$ cat config.mk
export PLATFORM = sky130hd
export DESIGN_NAME = rbs_read_seq
export DESIGN_NICKNAME = d
export VERILOG_FILES = /design/src/logic/rbs_pkg.sv /design/src/logic/rbs_read_seq.sv /design/src/logic/rbs_lane_single_byte_store.sv /design/src/logic/rbs_seg_plan.sv
export VERILOG_INCLUDE_DIRS = /design/src /design/src/logic
export SDC_FILE = /design/constraint.sdc
export NUM_CORES = 1
export LEC_CHECK = 0
export BUFFER_PORTS_ARGS = -buffer_cell sky130_fd_sc_hd__buf_2
export CORE_ASPECT_RATIO = 1.75
export CORE_MARGIN = 3
export CORE_UTILIZATION = 25
export DETAILED_ROUTE_END_ITERATION = 8
export PLACE_DENSITY_LB_ADDON = 0.25
export SETUP_SLACK_MARGIN = 0.5
export SYNTH_ARGS = -nofsm -noshare
export SYNTH_HDL_FRONTEND = slang
export SYNTH_SLANG_ARGS = --single-unit
$ cat constraint.sdc
create_clock -name SYS_CLK_I -period 13.3 [get_ports SYS_CLK_I]
set_input_delay 1.995 -clock SYS_CLK_I [delete_from_list [all_inputs] [get_ports SYS_CLK_I]]
set_output_delay 1.995 -clock SYS_CLK_I [all_outputs]
set_load 0.01 [all_outputs]
$ cat src/logic/rbs_map.svh
// constant map for the read port burst sequencer
`ifndef RBS_MAP_SVH
`define RBS_MAP_SVH
`define RBS_TR_IDLE 2'h0
`define RBS_TR_NSEQ 2'h2
`define RBS_TR_SEQ 2'h3
`define RBS_BU_SINGLE 3'h0
`define RBS_BU_INCR 3'h1
`define RBS_BU_INCR4 3'h3
`define RBS_SZ_BYTE 3'h0
`define RBS_SZ_WORD 3'h2
`define RBS_SZ_DWORD 3'h3
`define RBS_ST_ALL 8'hff
`define RBS_ST_LO 8'h0f
`define RBS_ST_HI 8'hf0
`define RBS_ST_NONE 8'h00
`define RBS_ST_BYTE0 8'h01
`define RBS_MT_SO 3'h0
`define RBS_MT_DEV 3'h1
`define RBS_OP_MLOAD 2'h0
`define RBS_OP_SWAP 2'h1
`define RBS_OP_WALK 2'h2
`define RBS_REGION_WORDS 4'h8
`define RBS_REGION_WORDS5 5'h08
`define RBS_INCR4_BEATS 4'h4
`define RBS_ONE_WORD 4'h1
`define RBS_TWO_WORDS 4'h2
`define RBS_WALK_WORDS 5'h01
`define RBS_OFS_ZERO 5'h00
`endif

$ cat src/logic/rbs_pkg.sv
// types shared by the read port burst sequencer
package rbs_pkg;
  typedef enum logic [1:0] {RBS_IDLE, RBS_LOAD, RBS_SWPR, RBS_SWPW} rbs_state_e;
  typedef logic [7:0] rbs_single_byte_store_t;
endpackage

$ cat src/logic/rbs_read_seq.sv
// read port sequencer: multiple loads, swaps and table walks as bus beats
//
// Notes on behaviour
// - six words at word 0: three full doublewords
// - ordered six from word 1: alternating word beats
// - normal six from word 1: INCR4, all flagged
// - six words at word 2: three full doublewords
// - six from words 3-7 split, wrap to 0x00
// - ordered seven from 0: word beats, low first
// - normal seven from 0: INCR4, last flagged
// - ordered seven from 1: alternating word beats
// - normal seven from 1: INCR4, first flagged
// - seven from words 2-7 split at region end
// - eight from word 0: one INCR4 burst
// - eight from words 1-7 split at region
// - long loads: region end, then from 0x00
// - middle sequence is eight words from 0x00
// - sixteen from 0: two eight-word sequences
// - cachable swap write goes to write port
// - noncachable swap writes on read port, direction high
// - table walk: single word read, lane by bit2
// - overread flag only for normal memory overreads
// - sideband carries memory type and shareable bit
`timescale 1ns/1ps
`include "rbs_map.svh"
module rbs_read_seq
  import rbs_pkg::*;
(
  input wire logic SYS_CLK_I,
  input wire logic SYS_RST_I,
  input wire logic REQ_VALID_I,
  input wire logic [1:0] REQ_OP_I,
  input wire logic [31:0] REQ_ADDR_I,
  input wire logic [4:0] REQ_WORDS_I,
  input wire logic REQ_BYTE_I,
  input wire logic REQ_CACHABLE_I,
  input wire logic [2:0] MEM_TYPE_I,
  input wire logic MEM_SHARE_I,
  input wire logic RD_READY_I,
  output logic [1:0] RD_TRANSFER_TYPE_O,
  output logic [31:0] RD_BUS_ADDRESS_O,
  output logic [2:0] RD_BURST_TYPE_O,
  output logic [2:0] RD_TRANSFER_SIZE_O,
  output logic [7:0] RD_BYTE_STROBES_O,
  output logic RD_UNALIGNED_OVERREAD_FLAG_O,
  output logic RD_PORT_WRITE_DIRECTION_O,
  output logic [3:0] RD_MEMORY_ATTRIBUTE_SIDEBAND_O,
  output logic WR_STORE_REQ_O,
  output logic [31:0] WR_STORE_ADDR_O,
  output logic WR_STORE_BYTE_O,
  output logic BUSY_O,
  output logic DONE_O
);

  ////////////////////////////////////////////////////////////////////////////
  rbs_state_e state_r;
  rbs_state_e state_nxt;
  logic [1:0] tr_r;
  logic [1:0] tr_nxt;
  logic [31:0] ad_r;
  logic [31:0] ad_nxt;
  logic [2:0] bu_r;
  logic [2:0] bu_nxt;
  logic [2:0] sz_r;
  logic [2:0] sz_nxt;
  rbs_single_byte_store_t st_r;
  rbs_single_byte_store_t st_nxt;
  logic fl_r;
  logic fl_nxt;
  logic wr_r;
  logic wr_nxt;
  logic [3:0] sb_r;
  logic [26:0] base_r;
  logic [2:0] word_r;
  logic [3:0] seg_left_r;
  logic [4:0] tot_r;
  logic wide_r;
  logic ovr_r;
  logic all_r;
  logic [2:0] seg_bu_r;
  logic sw_cach_r;
  logic sw_byte_r;

  logic start;
  logic start_ml;
  logic start_sw;
  logic adv;
  logic more;
  logic beat_go;
  logic seg_new;
  logic [4:0] words_eff;
  logic [3:0] room;
  logic [2:0] p_word;
  logic [3:0] p_cnt;
  logic p_strict;
  logic p_wide;
  logic p_ovr;
  logic p_all;
  logic [3:0] p_beats;
  logic [2:0] p_burst;
  logic [4:0] tot_after;
  logic [2:0] cw;
  logic [3:0] sl;
  logic bw;
  logic bo;
  logic ba;
  logic [2:0] bb;
  logic [26:0] bbase;
  logic [3:0] used;
  rbs_single_byte_store_t narrow_single_byte_store;
  rbs_single_byte_store_t sw_single_byte_store;
  rbs_single_byte_store_t b_single_byte_store;

  ////////////////////////////////////////////////////////////////////////////
  // request decode and sequence cursor
  assign start = (state_r == RBS_IDLE) && REQ_VALID_I;
  assign start_ml = start && (REQ_OP_I != `RBS_OP_SWAP);
  assign start_sw = start && (REQ_OP_I == `RBS_OP_SWAP);
  // an address phase ends only on an edge with ready high
  assign adv = (tr_r != `RBS_TR_IDLE) && RD_READY_I;
  assign more = (seg_left_r != 4'h0) || (tot_r != 5'h00);
  assign beat_go = start_ml || ((state_r == RBS_LOAD) && adv && more);
  assign seg_new = start_ml || (seg_left_r == 4'h0);

  always_comb begin
    words_eff = (REQ_OP_I == `RBS_OP_WALK) ? `RBS_WALK_WORDS : REQ_WORDS_I;
    room = `RBS_REGION_WORDS - {1'b0, REQ_ADDR_I[4:2]};
    p_word = 3'h0;
    p_cnt = `RBS_REGION_WORDS;
    tot_after = 5'h00;
    p_strict = (sb_r[3:1] == `RBS_MT_SO) || (sb_r[3:1] == `RBS_MT_DEV);
    if (start_ml) begin
      // first part stops at region end
      p_word = REQ_ADDR_I[4:2];
      p_cnt = (words_eff < {1'b0, room}) ? words_eff[3:0] : room;
      tot_after = words_eff - {1'b0, p_cnt};
      p_strict = (MEM_TYPE_I == `RBS_MT_SO) || (MEM_TYPE_I == `RBS_MT_DEV);
    end else begin
      // later parts from offset zero, eight at most
      p_cnt = (tot_r > `RBS_REGION_WORDS5) ? `RBS_REGION_WORDS : tot_r[3:0];
      tot_after = tot_r - {1'b0, p_cnt};
    end
  end

  rbs_seg_plan u_plan (
    .word_i(p_word),
    .cnt_i(p_cnt),
    .strict_i(p_strict),
    .wide_o(p_wide),
    .ovr_o(p_ovr),
    .all_o(p_all),
    .beats_o(p_beats),
    .burst_o(p_burst)
  );

  ////////////////////////////////////////////////////////////////////////////
  // one beat from the cursor
  always_comb begin
    cw = seg_new ? p_word : word_r;
    sl = seg_new ? p_cnt : seg_left_r;
    bw = seg_new ? p_wide : wide_r;
    bo = seg_new ? p_ovr : ovr_r;
    ba = seg_new ? p_all : all_r;
    bb = seg_new ? p_burst : seg_bu_r;
    // wrap stays in the same region
    bbase = start_ml ? REQ_ADDR_I[31:5] : base_r;
    if (bw && !cw[0] && (sl > `RBS_ONE_WORD)) begin
      used = `RBS_TWO_WORDS;
    end else begin
      used = `RBS_ONE_WORD;
    end
  end

  rbs_lane_single_byte_store u_beat_lane (
    .addr_i({cw[0], 2'b00}),
    .byte_i(1'b0),
    .single_byte_store_o(narrow_single_byte_store)
  );

  rbs_lane_single_byte_store u_swap_lane (
    .addr_i(REQ_ADDR_I[2:0]),
    .byte_i(REQ_BYTE_I),
    .single_byte_store_o(sw_single_byte_store)
  );

  always_comb begin
    if (!bw) begin
      b_single_byte_store = narrow_single_byte_store;
    end else if (cw[0]) begin
      b_single_byte_store = `RBS_ST_HI;
    end else if (sl == `RBS_ONE_WORD) begin
      // lone last word: lower half only
      b_single_byte_store = `RBS_ST_LO;
    end else begin
      b_single_byte_store = `RBS_ST_ALL;
    end
  end

  ////////////////////////////////////////////////////////////////////////////
  // next values of the address phase
  always_comb begin
    tr_nxt = tr_r;
    ad_nxt = ad_r;
    bu_nxt = bu_r;
    sz_nxt = sz_r;
    st_nxt = st_r;
    fl_nxt = fl_r;
    wr_nxt = wr_r;
    if (beat_go) begin
      tr_nxt = seg_new ? `RBS_TR_NSEQ : `RBS_TR_SEQ;
      ad_nxt = bw ? {bbase, cw[2:1], 3'b000} : {bbase, cw, 2'b00};
      bu_nxt = bb;
      sz_nxt = bw ? `RBS_SZ_DWORD : `RBS_SZ_WORD;
      st_nxt = b_single_byte_store;
      // flag beats that fetch bytes beyond the load, or every beat when both ends are partial
      fl_nxt = bo && (ba || (b_single_byte_store != `RBS_ST_ALL));
      wr_nxt = 1'b0;
    end else if (start_sw) begin
      tr_nxt = `RBS_TR_NSEQ;
      ad_nxt = REQ_ADDR_I;
      bu_nxt = `RBS_BU_SINGLE;
      sz_nxt = REQ_BYTE_I ? `RBS_SZ_BYTE : `RBS_SZ_WORD;
      st_nxt = sw_single_byte_store;
      fl_nxt = 1'b0;
      wr_nxt = 1'b0;
    end else if ((state_r == RBS_SWPR) && adv && !sw_cach_r) begin
      // write half reuses the read port
      tr_nxt = `RBS_TR_NSEQ;
      wr_nxt = 1'b1;
    end else if (adv) begin
      tr_nxt = `RBS_TR_IDLE;
      bu_nxt = `RBS_BU_SINGLE;
      st_nxt = `RBS_ST_NONE;
      fl_nxt = 1'b0;
      wr_nxt = 1'b0;
    end
  end

  always_comb begin
    state_nxt = state_r;
    case (state_r)
      RBS_IDLE: begin
        if (start_ml) begin
          state_nxt = RBS_LOAD;
        end else if (start_sw) begin
          state_nxt = RBS_SWPR;
        end
      end
      RBS_LOAD: begin
        if (adv && !more) begin
          state_nxt = RBS_IDLE;
        end
      end
      RBS_SWPR: begin
        if (adv) begin
          state_nxt = sw_cach_r ? RBS_IDLE : RBS_SWPW;
        end
      end
      RBS_SWPW: begin
        if (adv) begin
          state_nxt = RBS_IDLE;
        end
      end
      default: begin
        state_nxt = RBS_IDLE;
      end
    endcase
  end

  ////////////////////////////////////////////////////////////////////////////
  always_ff @(posedge SYS_CLK_I or posedge SYS_RST_I) begin
    if (SYS_RST_I) begin
      state_r <= RBS_IDLE;
      BUSY_O <= 1'b0;
      DONE_O <= 1'b0;
    end else begin
      state_r <= state_nxt;
      BUSY_O <= (state_nxt != RBS_IDLE);
      DONE_O <= (state_r != RBS_IDLE) && (state_nxt == RBS_IDLE);
    end
  end

  always_ff @(posedge SYS_CLK_I or posedge SYS_RST_I) begin
    if (SYS_RST_I) begin
      tr_r <= `RBS_TR_IDLE;
      ad_r <= 32'h0000_0000;
      bu_r <= `RBS_BU_SINGLE;
      sz_r <= `RBS_SZ_WORD;
      st_r <= `RBS_ST_NONE;
      fl_r <= 1'b0;
      wr_r <= 1'b0;
    end else begin
      tr_r <= tr_nxt;
      ad_r <= ad_nxt;
      bu_r <= bu_nxt;
      sz_r <= sz_nxt;
      st_r <= st_nxt;
      fl_r <= fl_nxt;
      wr_r <= wr_nxt;
    end
  end

  always_ff @(posedge SYS_CLK_I or posedge SYS_RST_I) begin
    if (SYS_RST_I) begin
      base_r <= 27'h000_0000;
      word_r <= 3'h0;
      seg_left_r <= 4'h0;
      tot_r <= 5'h00;
      wide_r <= 1'b0;
      ovr_r <= 1'b0;
      all_r <= 1'b0;
      seg_bu_r <= `RBS_BU_SINGLE;
    end else if (beat_go) begin
      base_r <= bbase;
      word_r <= cw + used[2:0];
      seg_left_r <= sl - used;
      if (seg_new) begin
        tot_r <= tot_after;
        wide_r <= p_wide;
        ovr_r <= p_ovr;
        all_r <= p_all;
        seg_bu_r <= p_burst;
      end
    end
  end

  // attributes held for the whole operation
  always_ff @(posedge SYS_CLK_I or posedge SYS_RST_I) begin
    if (SYS_RST_I) begin
      sb_r <= 4'h0;
      sw_cach_r <= 1'b0;
      sw_byte_r <= 1'b0;
    end else if (start) begin
      sb_r <= {MEM_TYPE_I, MEM_SHARE_I};
      sw_cach_r <= REQ_CACHABLE_I;
      sw_byte_r <= REQ_BYTE_I;
    end
  end

  // cachable swap store handed to the write port
  always_ff @(posedge SYS_CLK_I or posedge SYS_RST_I) begin
    if (SYS_RST_I) begin
      WR_STORE_REQ_O <= 1'b0;
      WR_STORE_ADDR_O <= 32'h0000_0000;
      WR_STORE_BYTE_O <= 1'b0;
    end else begin
      WR_STORE_REQ_O <= (state_r == RBS_SWPR) && adv && sw_cach_r;
      if ((state_r == RBS_SWPR) && adv && sw_cach_r) begin
        WR_STORE_ADDR_O <= ad_r;
        WR_STORE_BYTE_O <= sw_byte_r;
      end
    end
  end

  assign RD_TRANSFER_TYPE_O = tr_r;
  assign RD_BUS_ADDRESS_O = ad_r;
  assign RD_BURST_TYPE_O = bu_r;
  assign RD_TRANSFER_SIZE_O = sz_r;
  assign RD_BYTE_STROBES_O = st_r;
  assign RD_UNALIGNED_OVERREAD_FLAG_O = fl_r;
  assign RD_PORT_WRITE_DIRECTION_O = wr_r;
  assign RD_MEMORY_ATTRIBUTE_SIDEBAND_O = sb_r;
endmodule

$ cat src/logic/rbs_lane_single_byte_store.sv
// byte lane strobes for a single word or byte access
`timescale 1ns/1ps
`include "rbs_map.svh"
module rbs_lane_single_byte_store
  import rbs_pkg::*;
(
  input wire logic [2:0] addr_i,
  input wire logic byte_i,
  output rbs_single_byte_store_t single_byte_store_o
);
  always_comb begin
    if (byte_i) begin
      single_byte_store_o = rbs_single_byte_store_t'(`RBS_ST_BYTE0 << addr_i);
    end else if (addr_i[2]) begin
      single_byte_store_o = `RBS_ST_HI;
    end else begin
      single_byte_store_o = `RBS_ST_LO;
    end
  end
endmodule

$ cat src/logic/rbs_seg_plan.sv
// shape of one sequence of at most eight words inside a 32-byte region
`timescale 1ns/1ps
`include "rbs_map.svh"
module rbs_seg_plan (
  input wire logic [2:0] word_i,
  input wire logic [3:0] cnt_i,
  input wire logic strict_i,
  output logic wide_o,
  output logic ovr_o,
  output logic all_o,
  output logic [3:0] beats_o,
  output logic [2:0] burst_o
);
  logic even;
  logic [3:0] last;
  always_comb begin
    even = !word_i[0] && !cnt_i[0];
    last = {1'b0, word_i} + cnt_i - `RBS_ONE_WORD;
    wide_o = (cnt_i != `RBS_ONE_WORD) && (even || !strict_i);
    ovr_o = wide_o && !even;
    // both ends partial: overread flagged on every beat
    all_o = word_i[0] && !last[0];
    if (wide_o) begin
      beats_o = {1'b0, last[3:1]} - {2'b00, word_i[2:1]} + `RBS_ONE_WORD;
    end else begin
      beats_o = cnt_i;
    end
    if (beats_o == `RBS_ONE_WORD) begin
      burst_o = `RBS_BU_SINGLE;
    end else if (beats_o == `RBS_INCR4_BEATS) begin
      burst_o = `RBS_BU_INCR4;
    end else begin
      burst_o = `RBS_BU_INCR;
    end
  end
endmodule

==> reports/qor.yml, run 1 <==
power_and_ir_drop:
  power.switching_uw: 793
  seqPwrFrac_pct: 34.8
  power_density_mw_per_mm2: 245
  combPwrFrac_pct: 41.9
  leakage_uw: 0.00424
  ir_drop_uv: 93.3
  power_frac_clock_pct: 23.3
  internal_power_uw: 1260
  power.share.switching_pct: 38.6
worst_setup_path:
  worstReg2RegStart: "state_r[0]"
  r2r_cells: 15
  critical_path_required_ps: 13590
  crit_top_cell: "ha_1"
  slowest_delay_ps: 450
  cp-end-kind: "register"
  r2r_setup_slack_ps: 8490
  worst-path-max-fanout: 10
  worst-endpoint-arrival_ps: 6550
  startpoint_type: "input port"
  timing.rr.end: "seg_bu_r[0]"
  worstPathCellList: "buf_2 > inv_2 > ha_1 > inv_1 > ha_1 > o31a_1 > o221a_2 > nor2_1 > o211a_2 > xnor2_1 > ha_1 > inv_1 > fa_1 > ha_1 > inv_1 > ha_1 > fa_1 > xor3_1 > nor4b_1 > o21ai_1"
  path_class: "in -> reg"
  cpMaxStageDelayCell: "nor4b_1"
synthesis:
  ys_ff_latch: 138
  synthArstFlopShare_pct: 100
  ys_warn_count: 0
  synth_ff_type: "dfrtp_1"
  synth_edf_count: 0
  syn-cell-area_mm2: 0.00680
  seq_area_frac_synth_pct: 50.8
  avgSynthCellArea_um2: 10.1
  yosys.cell_types.count: 72
  syn-num-nets: 744
  synth_cells: 675
cts:
  ctsHtreeMaxLevel: 4
  cts_sinks: 138
  cts_setup_buffers: 0
  cts_buffers: 17
  clock_latency_ps: 420
  cts_hold_buffers: 0
  cts_resized: 0
  clkSlewWorstSetupHoldPaths_ps: 60
  clockBufferDepth: 2
  root_buffer: "clkbuf_16"
  cts_tree: "done"
run_status:
  status: "completed"
final_layout:
  antenna_cells: 0
  area_delta_synth_final_pct: 23.1
  regArea_mm2: 0.00345
  drive_above_1_share_pct: 28.4
  nNetsFinal: 869
  fillCellCount: 2766
  multi_input_area_mm2: 0.00311
drt:
  finalWirelength_um: 20900
  wl_per_cell_um: 18.4
  vias_per_cell: 4.97
  drc: 0
  num_vias: 5627
  firstDrtPassIters: 4
  ant_nets: 0
  drt_iter0_drc: 276
floorplan:
  die_y_um: 224
  ios: 139
  core_mm2: 0.0267
  dieWidth_um: 131
  die_area_mm2: 0.0293
  initial_core_util_pct: 25.5
  num_rows: 79
grt:
  grt_pass1_vias: 5670
  grt_max_degree: 75
  grt_overflow_total: 0
  grt_pass1_wl_um: 32400
  groute.usage.overall_pct: 14.4
  grt_antenna_before_repair: 1
sta:
  fmaxAchievable_mhz: 160
  fin_crit_ps: 6260
  worst_pin_slew_ps: 903
  grt_setup_unrepaired: "false"
  worst_clock_skew_ps: 8.59
  slew_headroom_pct: 39.8
  setup_viol: 0
  finalHoldViolCount: 0
  fin_setup_tns_ps: 0
  fin_ws_ps: 7040
  fin_crit_sh_pct: 47.1
  slew_viol_final: 0
placed_design:
  dp_worst_setup_slack_ps: 6580
  numPortBuffers: 137
  gp_congestion: 0.823
  hpwl_um: 14900
job:
  drv_cap: 0
min_path:
  holdPathStages: 2
  worstHoldStart: "word_r[0]"
  whs_endpoint: "word_r[0]"
  hp-class: "reg -> reg"
cell type report:
class,count,share of cell area (%)
timing repair buffer,146,9.00
sequential,138,41.3
tap,324,4.84
multi-input combinational,478,37.1
clock buffer,19,5.41
inverter,19,0.912
clock inverter,9,1.49
state kept, by name (all words and copies together), names as in the netlist, 2 cells and up:
name and count:
RD_MEMORY_ATTRIBUTE_SIDEBAND_O 4, base_r 27, RD_BURST_TYPE_O 3, state_r 2, word_r 3, RD_TRANSFER_SIZE_O 2, RD_TRANSFER_TYPE_O 2, seg_left_r 4
seg_bu_r 3, RD_BUS_ADDRESS_O 32, tot_r 5, WR_STORE_ADDR_O 32, RD_BYTE_STROBES_O 8
worst max-delay path by stage:
| stage | startpoint | slack, ps | end |
|---|---|---|---|
| floorplan | REQ_ADDR_I[2] | 7130 | RD_BURST_TYPE_O[0] |
| finish | REQ_ADDR_I[2] | 7040 | seg_bu_r[0] |
| global placement | REQ_ADDR_I[2] | 6630 | RD_BURST_TYPE_O[0] |
| detailed placement | REQ_ADDR_I[2] | 6580 | seg_bu_r[0] |
| CTS | REQ_ADDR_I[2] | 7040 | seg_bu_r[0] |
| global route | REQ_ADDR_I[2] | 6650 | seg_bu_r[0] |
per-layer routing:
layer | share of wire (%) | vias up | GRT usage, %
met5 | 0.038 | - | 0
met4 | 2.2 | 2 | 4.88
met3 | 3.4 | 29 | 2.72
met2 | 55 | 132 | 26.8
met1 | 39 | 2816 | 16.1
li1 | - | 2648 | -
per-stage QoR:
step	hold WS, ps	utilization, %	total power (µW)	area [µm²]	std cells
floorplan	439	-	1290	6800	675
global placement	456	29.2	1590	7790	1105
detailed placement	459	29.2	1600	7790	1105
CTS	474	31.4	2090	8370	1133
global route	492	31.4	2220	8370	1133
finish	470	31.4	2050	8370	1133
kinds of logic after synthesis:
| logic type | synth area share [%] |
|---|---|
| AND/OR/NAND/NOR | 18.2 |
| XOR/XNOR | 1.49 |
| multiplexers | 5.61 |
| adder cells (fa/ha/maj) | 4.12 |
| buffers and inverters | 3.64 |
| other | 0.110 |
| AO/OA/AOI/OAI | 16.0 |
| flip-flops | 50.8 |
cells in the mapped netlist, types with 3 or more instances:
cell type / instances / area, µm²
nand4_1: 4 / 25.0
or3_1: 3 / 18.8
mux2_2: 33 / 372
a32oi_1: 4 / 35.0
buf_2: 5 / 25.0
buf_1: 6 / 22.5
o31ai_1: 4 / 30.0
o211ai_1: 4 / 30.0
dfrtp_1: 137 / 3430
a211oi_1: 4 / 30.0
o21ai_0: 18 / 90.1
a21oi_1: 30 / 150
nor3_1: 4 / 20.0
and3_1: 31 / 194
ha_1: 16 / 200
or2_2: 3 / 18.8
nand2_1: 154 / 578
and2_1: 4 / 25.0
a221o_1: 30 / 300
nor2_1: 35 / 131
fa_1: 4 / 80.1
xnor2_1: 5 / 43.8
a211o_1: 3 / 26.3
nand2b_1: 6 / 37.5
o21ai_1: 6 / 30.0
clkbuf_1: 25 / 93.8
inv_1: 17 / 63.8
o21a_1: 3 / 22.5
o22ai_1: 7 / 43.8
a31oi_1: 6 / 37.5
nand3_1: 12 / 60.1
power by group through the flow:
stage,logic (µW),clock network [µW],registers (µW)
4_1_cts,876,493,716
3_5_place_dp,875,0,723
2_1_floorplan,548,0,740
6_report,860,477,714
3_3_place_gp,868,0,718
5_1_grt,972,507,738
critical path: cells and delay by family:
kind	cells	cell delay, ps
AO/OA/AOI/OAI	4	850
XOR/XNOR	2	520
adder cells (fa/ha/maj)	7	2030
buffers and inverters	5	490
AND/OR/NAND/NOR	2	670
placed cells by master (no fill, tap or decap), types with 5 or more instances in the layout:
master and instances:
nand2_1 153, nor2_1 35, ha_1 16, xnor2_1 5, a21oi_1 30, a31oi_1 6
a221o_1 30, nand3_1 12, o21ai_1 6, o21ai_0 18, clkbuf_16 17, buf_2 137
dfrtp_1 137, buf_4 9, o22ai_1 7, and3_1 31, nand2b_1 6, mux2_2 33
inv_1 16
Power figures use the tool's default switching activity.
==> run 2: changes to the inputs <==
- ABC_AREA: unset -> 1
- clock period: 13.3 -> 5.8 ns (I/O delays scaled with it)
==> reports/qor.yml, run 2 <==
cts:
  cts_resized: 0  # unchanged
  cts_buffers: 17  # unchanged
  ctsHtreeMaxLevel: 4  # unchanged
  clockBufferDepth: 2  # unchanged
  root_buffer: "clkbuf_16"
  cts_hold_buffers: 0  # unchanged
  clkSlewWorstSetupHoldPaths_ps: 60  # about the same
  cts_sinks: 138  # unchanged
  cts_setup_buffers: 0  # unchanged
  cts_tree: "done"
  clock_latency_ps: 430  # about the same
synthesis:
  seq_area_frac_synth_pct: 52.4  # +1.6 points
  synth_common_cells: "nand2_1 (218), dfrtp_1 (137), inv_1 (94)"
  synthArstFlopShare_pct: 100  # unchanged
  synth_area_leader_cell: "dfrtp_1"
  synth_top_cells_by_area: "dfrtp_1 (52%), nand2_1 (12%), o21ai_0 (5.6%)"
  synth_edf_count: 0  # unchanged
  synth_cells: 773  # +15%
  ys_ff_latch: 138  # unchanged
  ys_warn_count: 0  # unchanged
  synth_top_area_share_pct: 52.0  # +1.6 points
  syn-cell-area_mm2: 0.00660  # -3.0%
  synth_ff_type: "dfrtp_1"
  yosys.cell_types.count: 42  # -42%
  avgSynthCellArea_um2: 8.53  # -15%
  yosysMostFrequentCell: "nand2_1"
  syn-num-nets: 842  # +13%
power_and_ir_drop:
  seqPwrFrac_pct: 33.0  # -1.8 points
  leakage_uw: 0.00433  # +2.3%
  power.switching_uw: 2000  # +150%
  power_density_mw_per_mm2: 597  # +140%
  power_frac_clock_pct: 24.2  # +0.9 points
  power.share.switching_pct: 40.6  # +2.0 points
  internal_power_uw: 2930  # +130%
  ir_drop_uv: 204  # +120%
  combPwrFrac_pct: 42.8  # +0.9 points
worst_setup_path:
  cp-end-kind: "register"
  path_class: "in -> reg"
  critical_path_required_ps: 6110  # -7480 ps
  worstReg2RegStart: "state_r[0]"
  timing.rr.end: "RD_BURST_TYPE_O[0]"
  r2r_setup_slack_ps: 1610  # -6880 ps
  worst-path-max-fanout: 9  # -1
  r2r_cells: 21  # +6
  startpoint_type: "input port"
  worst-endpoint-arrival_ps: 4930  # -1620 ps
grt:
  groute.usage.overall_pct: 14.4  # -0.059 points
  grt_pass1_vias: 5824  # +2.7%
  grt.busiest_layer: "met2"
  use_met1_pct: 14.4  # -1.7 points
  grt_max_degree: 95  # +27%
  grt_antenna_before_repair: 0  # -1
  grt_overflow_total: 0  # unchanged
  globalRouteMet3Util_pct: 2.71  # -0.015 points
  grt_pass1_wl_um: 31500  # -2.7%
  use_met2_pct: 27.7  # +0.84 points
final_layout:
  drive_above_1_share_pct: 22.6  # -5.8 points
  fillCellCount: 2792  # +0.94%
  final_cell_mix: "nand2_1 (218), dfrtp_1 (137), buf_2 (137), inv_1 (93), o21ai_0 (74)"
  nNetsFinal: 976  # +12%
  area_delta_synth_final_pct: 25.3
  layout_commonest_cell: "nand2_1"
  final-instance-count-excl-fill: 1240  # +9.4%
  antenna_cells: 0  # unchanged
  fin_util_pct: 31.8  # +0.45 points
placed_design:
  dp.cells: 1208  # +9.3%
  numPortBuffers: 137  # unchanged
  hpwl_um: 14500  # -2.6%
  gp_congestion: 0.873  # +6.1%
drt:
  finalWirelength_um: 19700  # -5.4%
  ant_nets: 0  # unchanged
  drc: 0  # unchanged
  drt_iter0_drc: 279  # +1.1%
  num_vias: 5586  # -0.73%
  firstDrtPassIters: 4  # unchanged
  wl_per_cell_um: 15.9  # -14%
  vias_per_cell: 4.50  # -9.3%
sta:
  fin_setup_tns_ps: 0  # unchanged
  slew_headroom_pct: 34.2  # -5.6 points
  setup_viol: 0  # unchanged
  whs_ps: 464  # -5.89 ps
  fin_crit_ps: 4630
  finalHoldViolCount: 0  # unchanged
  grt_setup_unrepaired: "false"
  worst_pin_slew_ps: 984  # +80.8 ps
  fin_crit_sh_pct: 79.8
  worst_clock_skew_ps: 9.74  # +1.15 ps
  slew_viol_final: 0  # unchanged
  fmaxAchievable_mhz: 216
floorplan:
  die_y_um: 221  # -1.5%
  die_area_mm2: 0.0284  # -2.9%
  dieWidth_um: 129  # -1.5%
  core_mm2: 0.0260  # -2.7%
  ios: 139  # unchanged
  num_rows: 78  # -1.3%
  initial_core_util_pct: 25.4  # -0.080 points
min_path:
  hp-class: "reg -> reg"
  whs_endpoint: "WR_STORE_ADDR_O[3]"
  worstHoldStart: "WR_STORE_ADDR_O[3]"
  holdPathStages: 2  # unchanged
job:
  drv_cap: 0  # unchanged
run_status:
  status: "completed"
## run 2: cell count changes in the layout (fill, tap and decap cells not counted), sizes merged, moves of 5 or more
cell,delta
mux2,-31
o22ai,-5
nand3,+26
a22oi,+28
nand2,+73
nand2b,-7
nand4,+5
a21oi,-7
a221o,-30
inv,+82
o21ai,+62
and3,-31
## run 2: worst max path at each step
stage	start	to	slack, ps
after detailed placement	REQ_ADDR_I[2]	RD_BURST_TYPE_O[0]	680
final	REQ_ADDR_I[2]	RD_BURST_TYPE_O[0]	1170
after floorplan	SYS_RST_I	BUSY_O	1240
after CTS	REQ_ADDR_I[2]	RD_BURST_TYPE_O[0]	1160
after global placement	REQ_ADDR_I[2]	RD_BURST_TYPE_O[0]	790
after global routing	REQ_ADDR_I[2]	RD_BURST_TYPE_O[0]	700
## run 2: metal layers
metal	share of wire, %	up-vias	wire length, µm
met3	3.1	30	604
met4	3.3	0	646
met2	58	114	11400
met5	0	-	0
met1	36	2680	7130
li1	-	2762	-
## run 2: kinds of logic after synthesis
family	share of synthesized area (%)
and+or+nand+nor	20.9
AOI/OAI and AO/OA	13.4
DFF	52.4
buffers and inverters	7.68
adders and majority gates	4.25
xor gates and xnor gates	0.930
other	0.114
muxes	0.341
## run 2: critical path, cell delays in order
cell and delay, ps:
buf_2 100, clkinv_1 280, ha_1 420, inv_1 70, ha_1 270, nand2_1 70
nand3_1 70, nand2_2 130, nand2_4 80, nand2_1 80, nand3_1 80, nand2_1 160
ha_1 270, fa_1 430, xor2_1 250, inv_1 90, nand3_1 100, nand2_1 80
fa_1 440, inv_1 70, nand3_1 60, nand2_1 60, nand2_1 50, nand2_1 80
nand3_1 80, nand2_1 80, nand3_1 80
## run 2: layout make-up
class                           count  area, µm²  area share, %
Inverter                          103        392           4.74
Clock inverter                     13        200           2.42
Timing Repair Buffer              143        731           8.85
Sequential cell                   138       3450           41.8
Multi-Input combinational cell    504       2640           32.0
Tap cell                          320        400           4.85
Clock buffer                       19        443           5.36
## run 2: metrics by stage
stage | power (µW) | setup WS (ps) | cell area, µm²
after floorplan | 3040 | 1240 | 6600
after global placement | 3760 | 785 | 7620
after detailed placement | 3790 | 677 | 7620
after CTS | 5020 | 1160 | 8260
after global routing | 5400 | 698 | 8260
final | 4930 | 1170 | 8260
## run 2: power groups by stage
stage,registers [µW],logic [µW],clock network (µW)
6_report,1630,2110,1190
3_5_place_dp,1650,2140,0
4_1_cts,1640,2150,1230
5_1_grt,1680,2450,1260
2_1_floorplan,1730,1310,0
3_3_place_gp,1640,2120,0
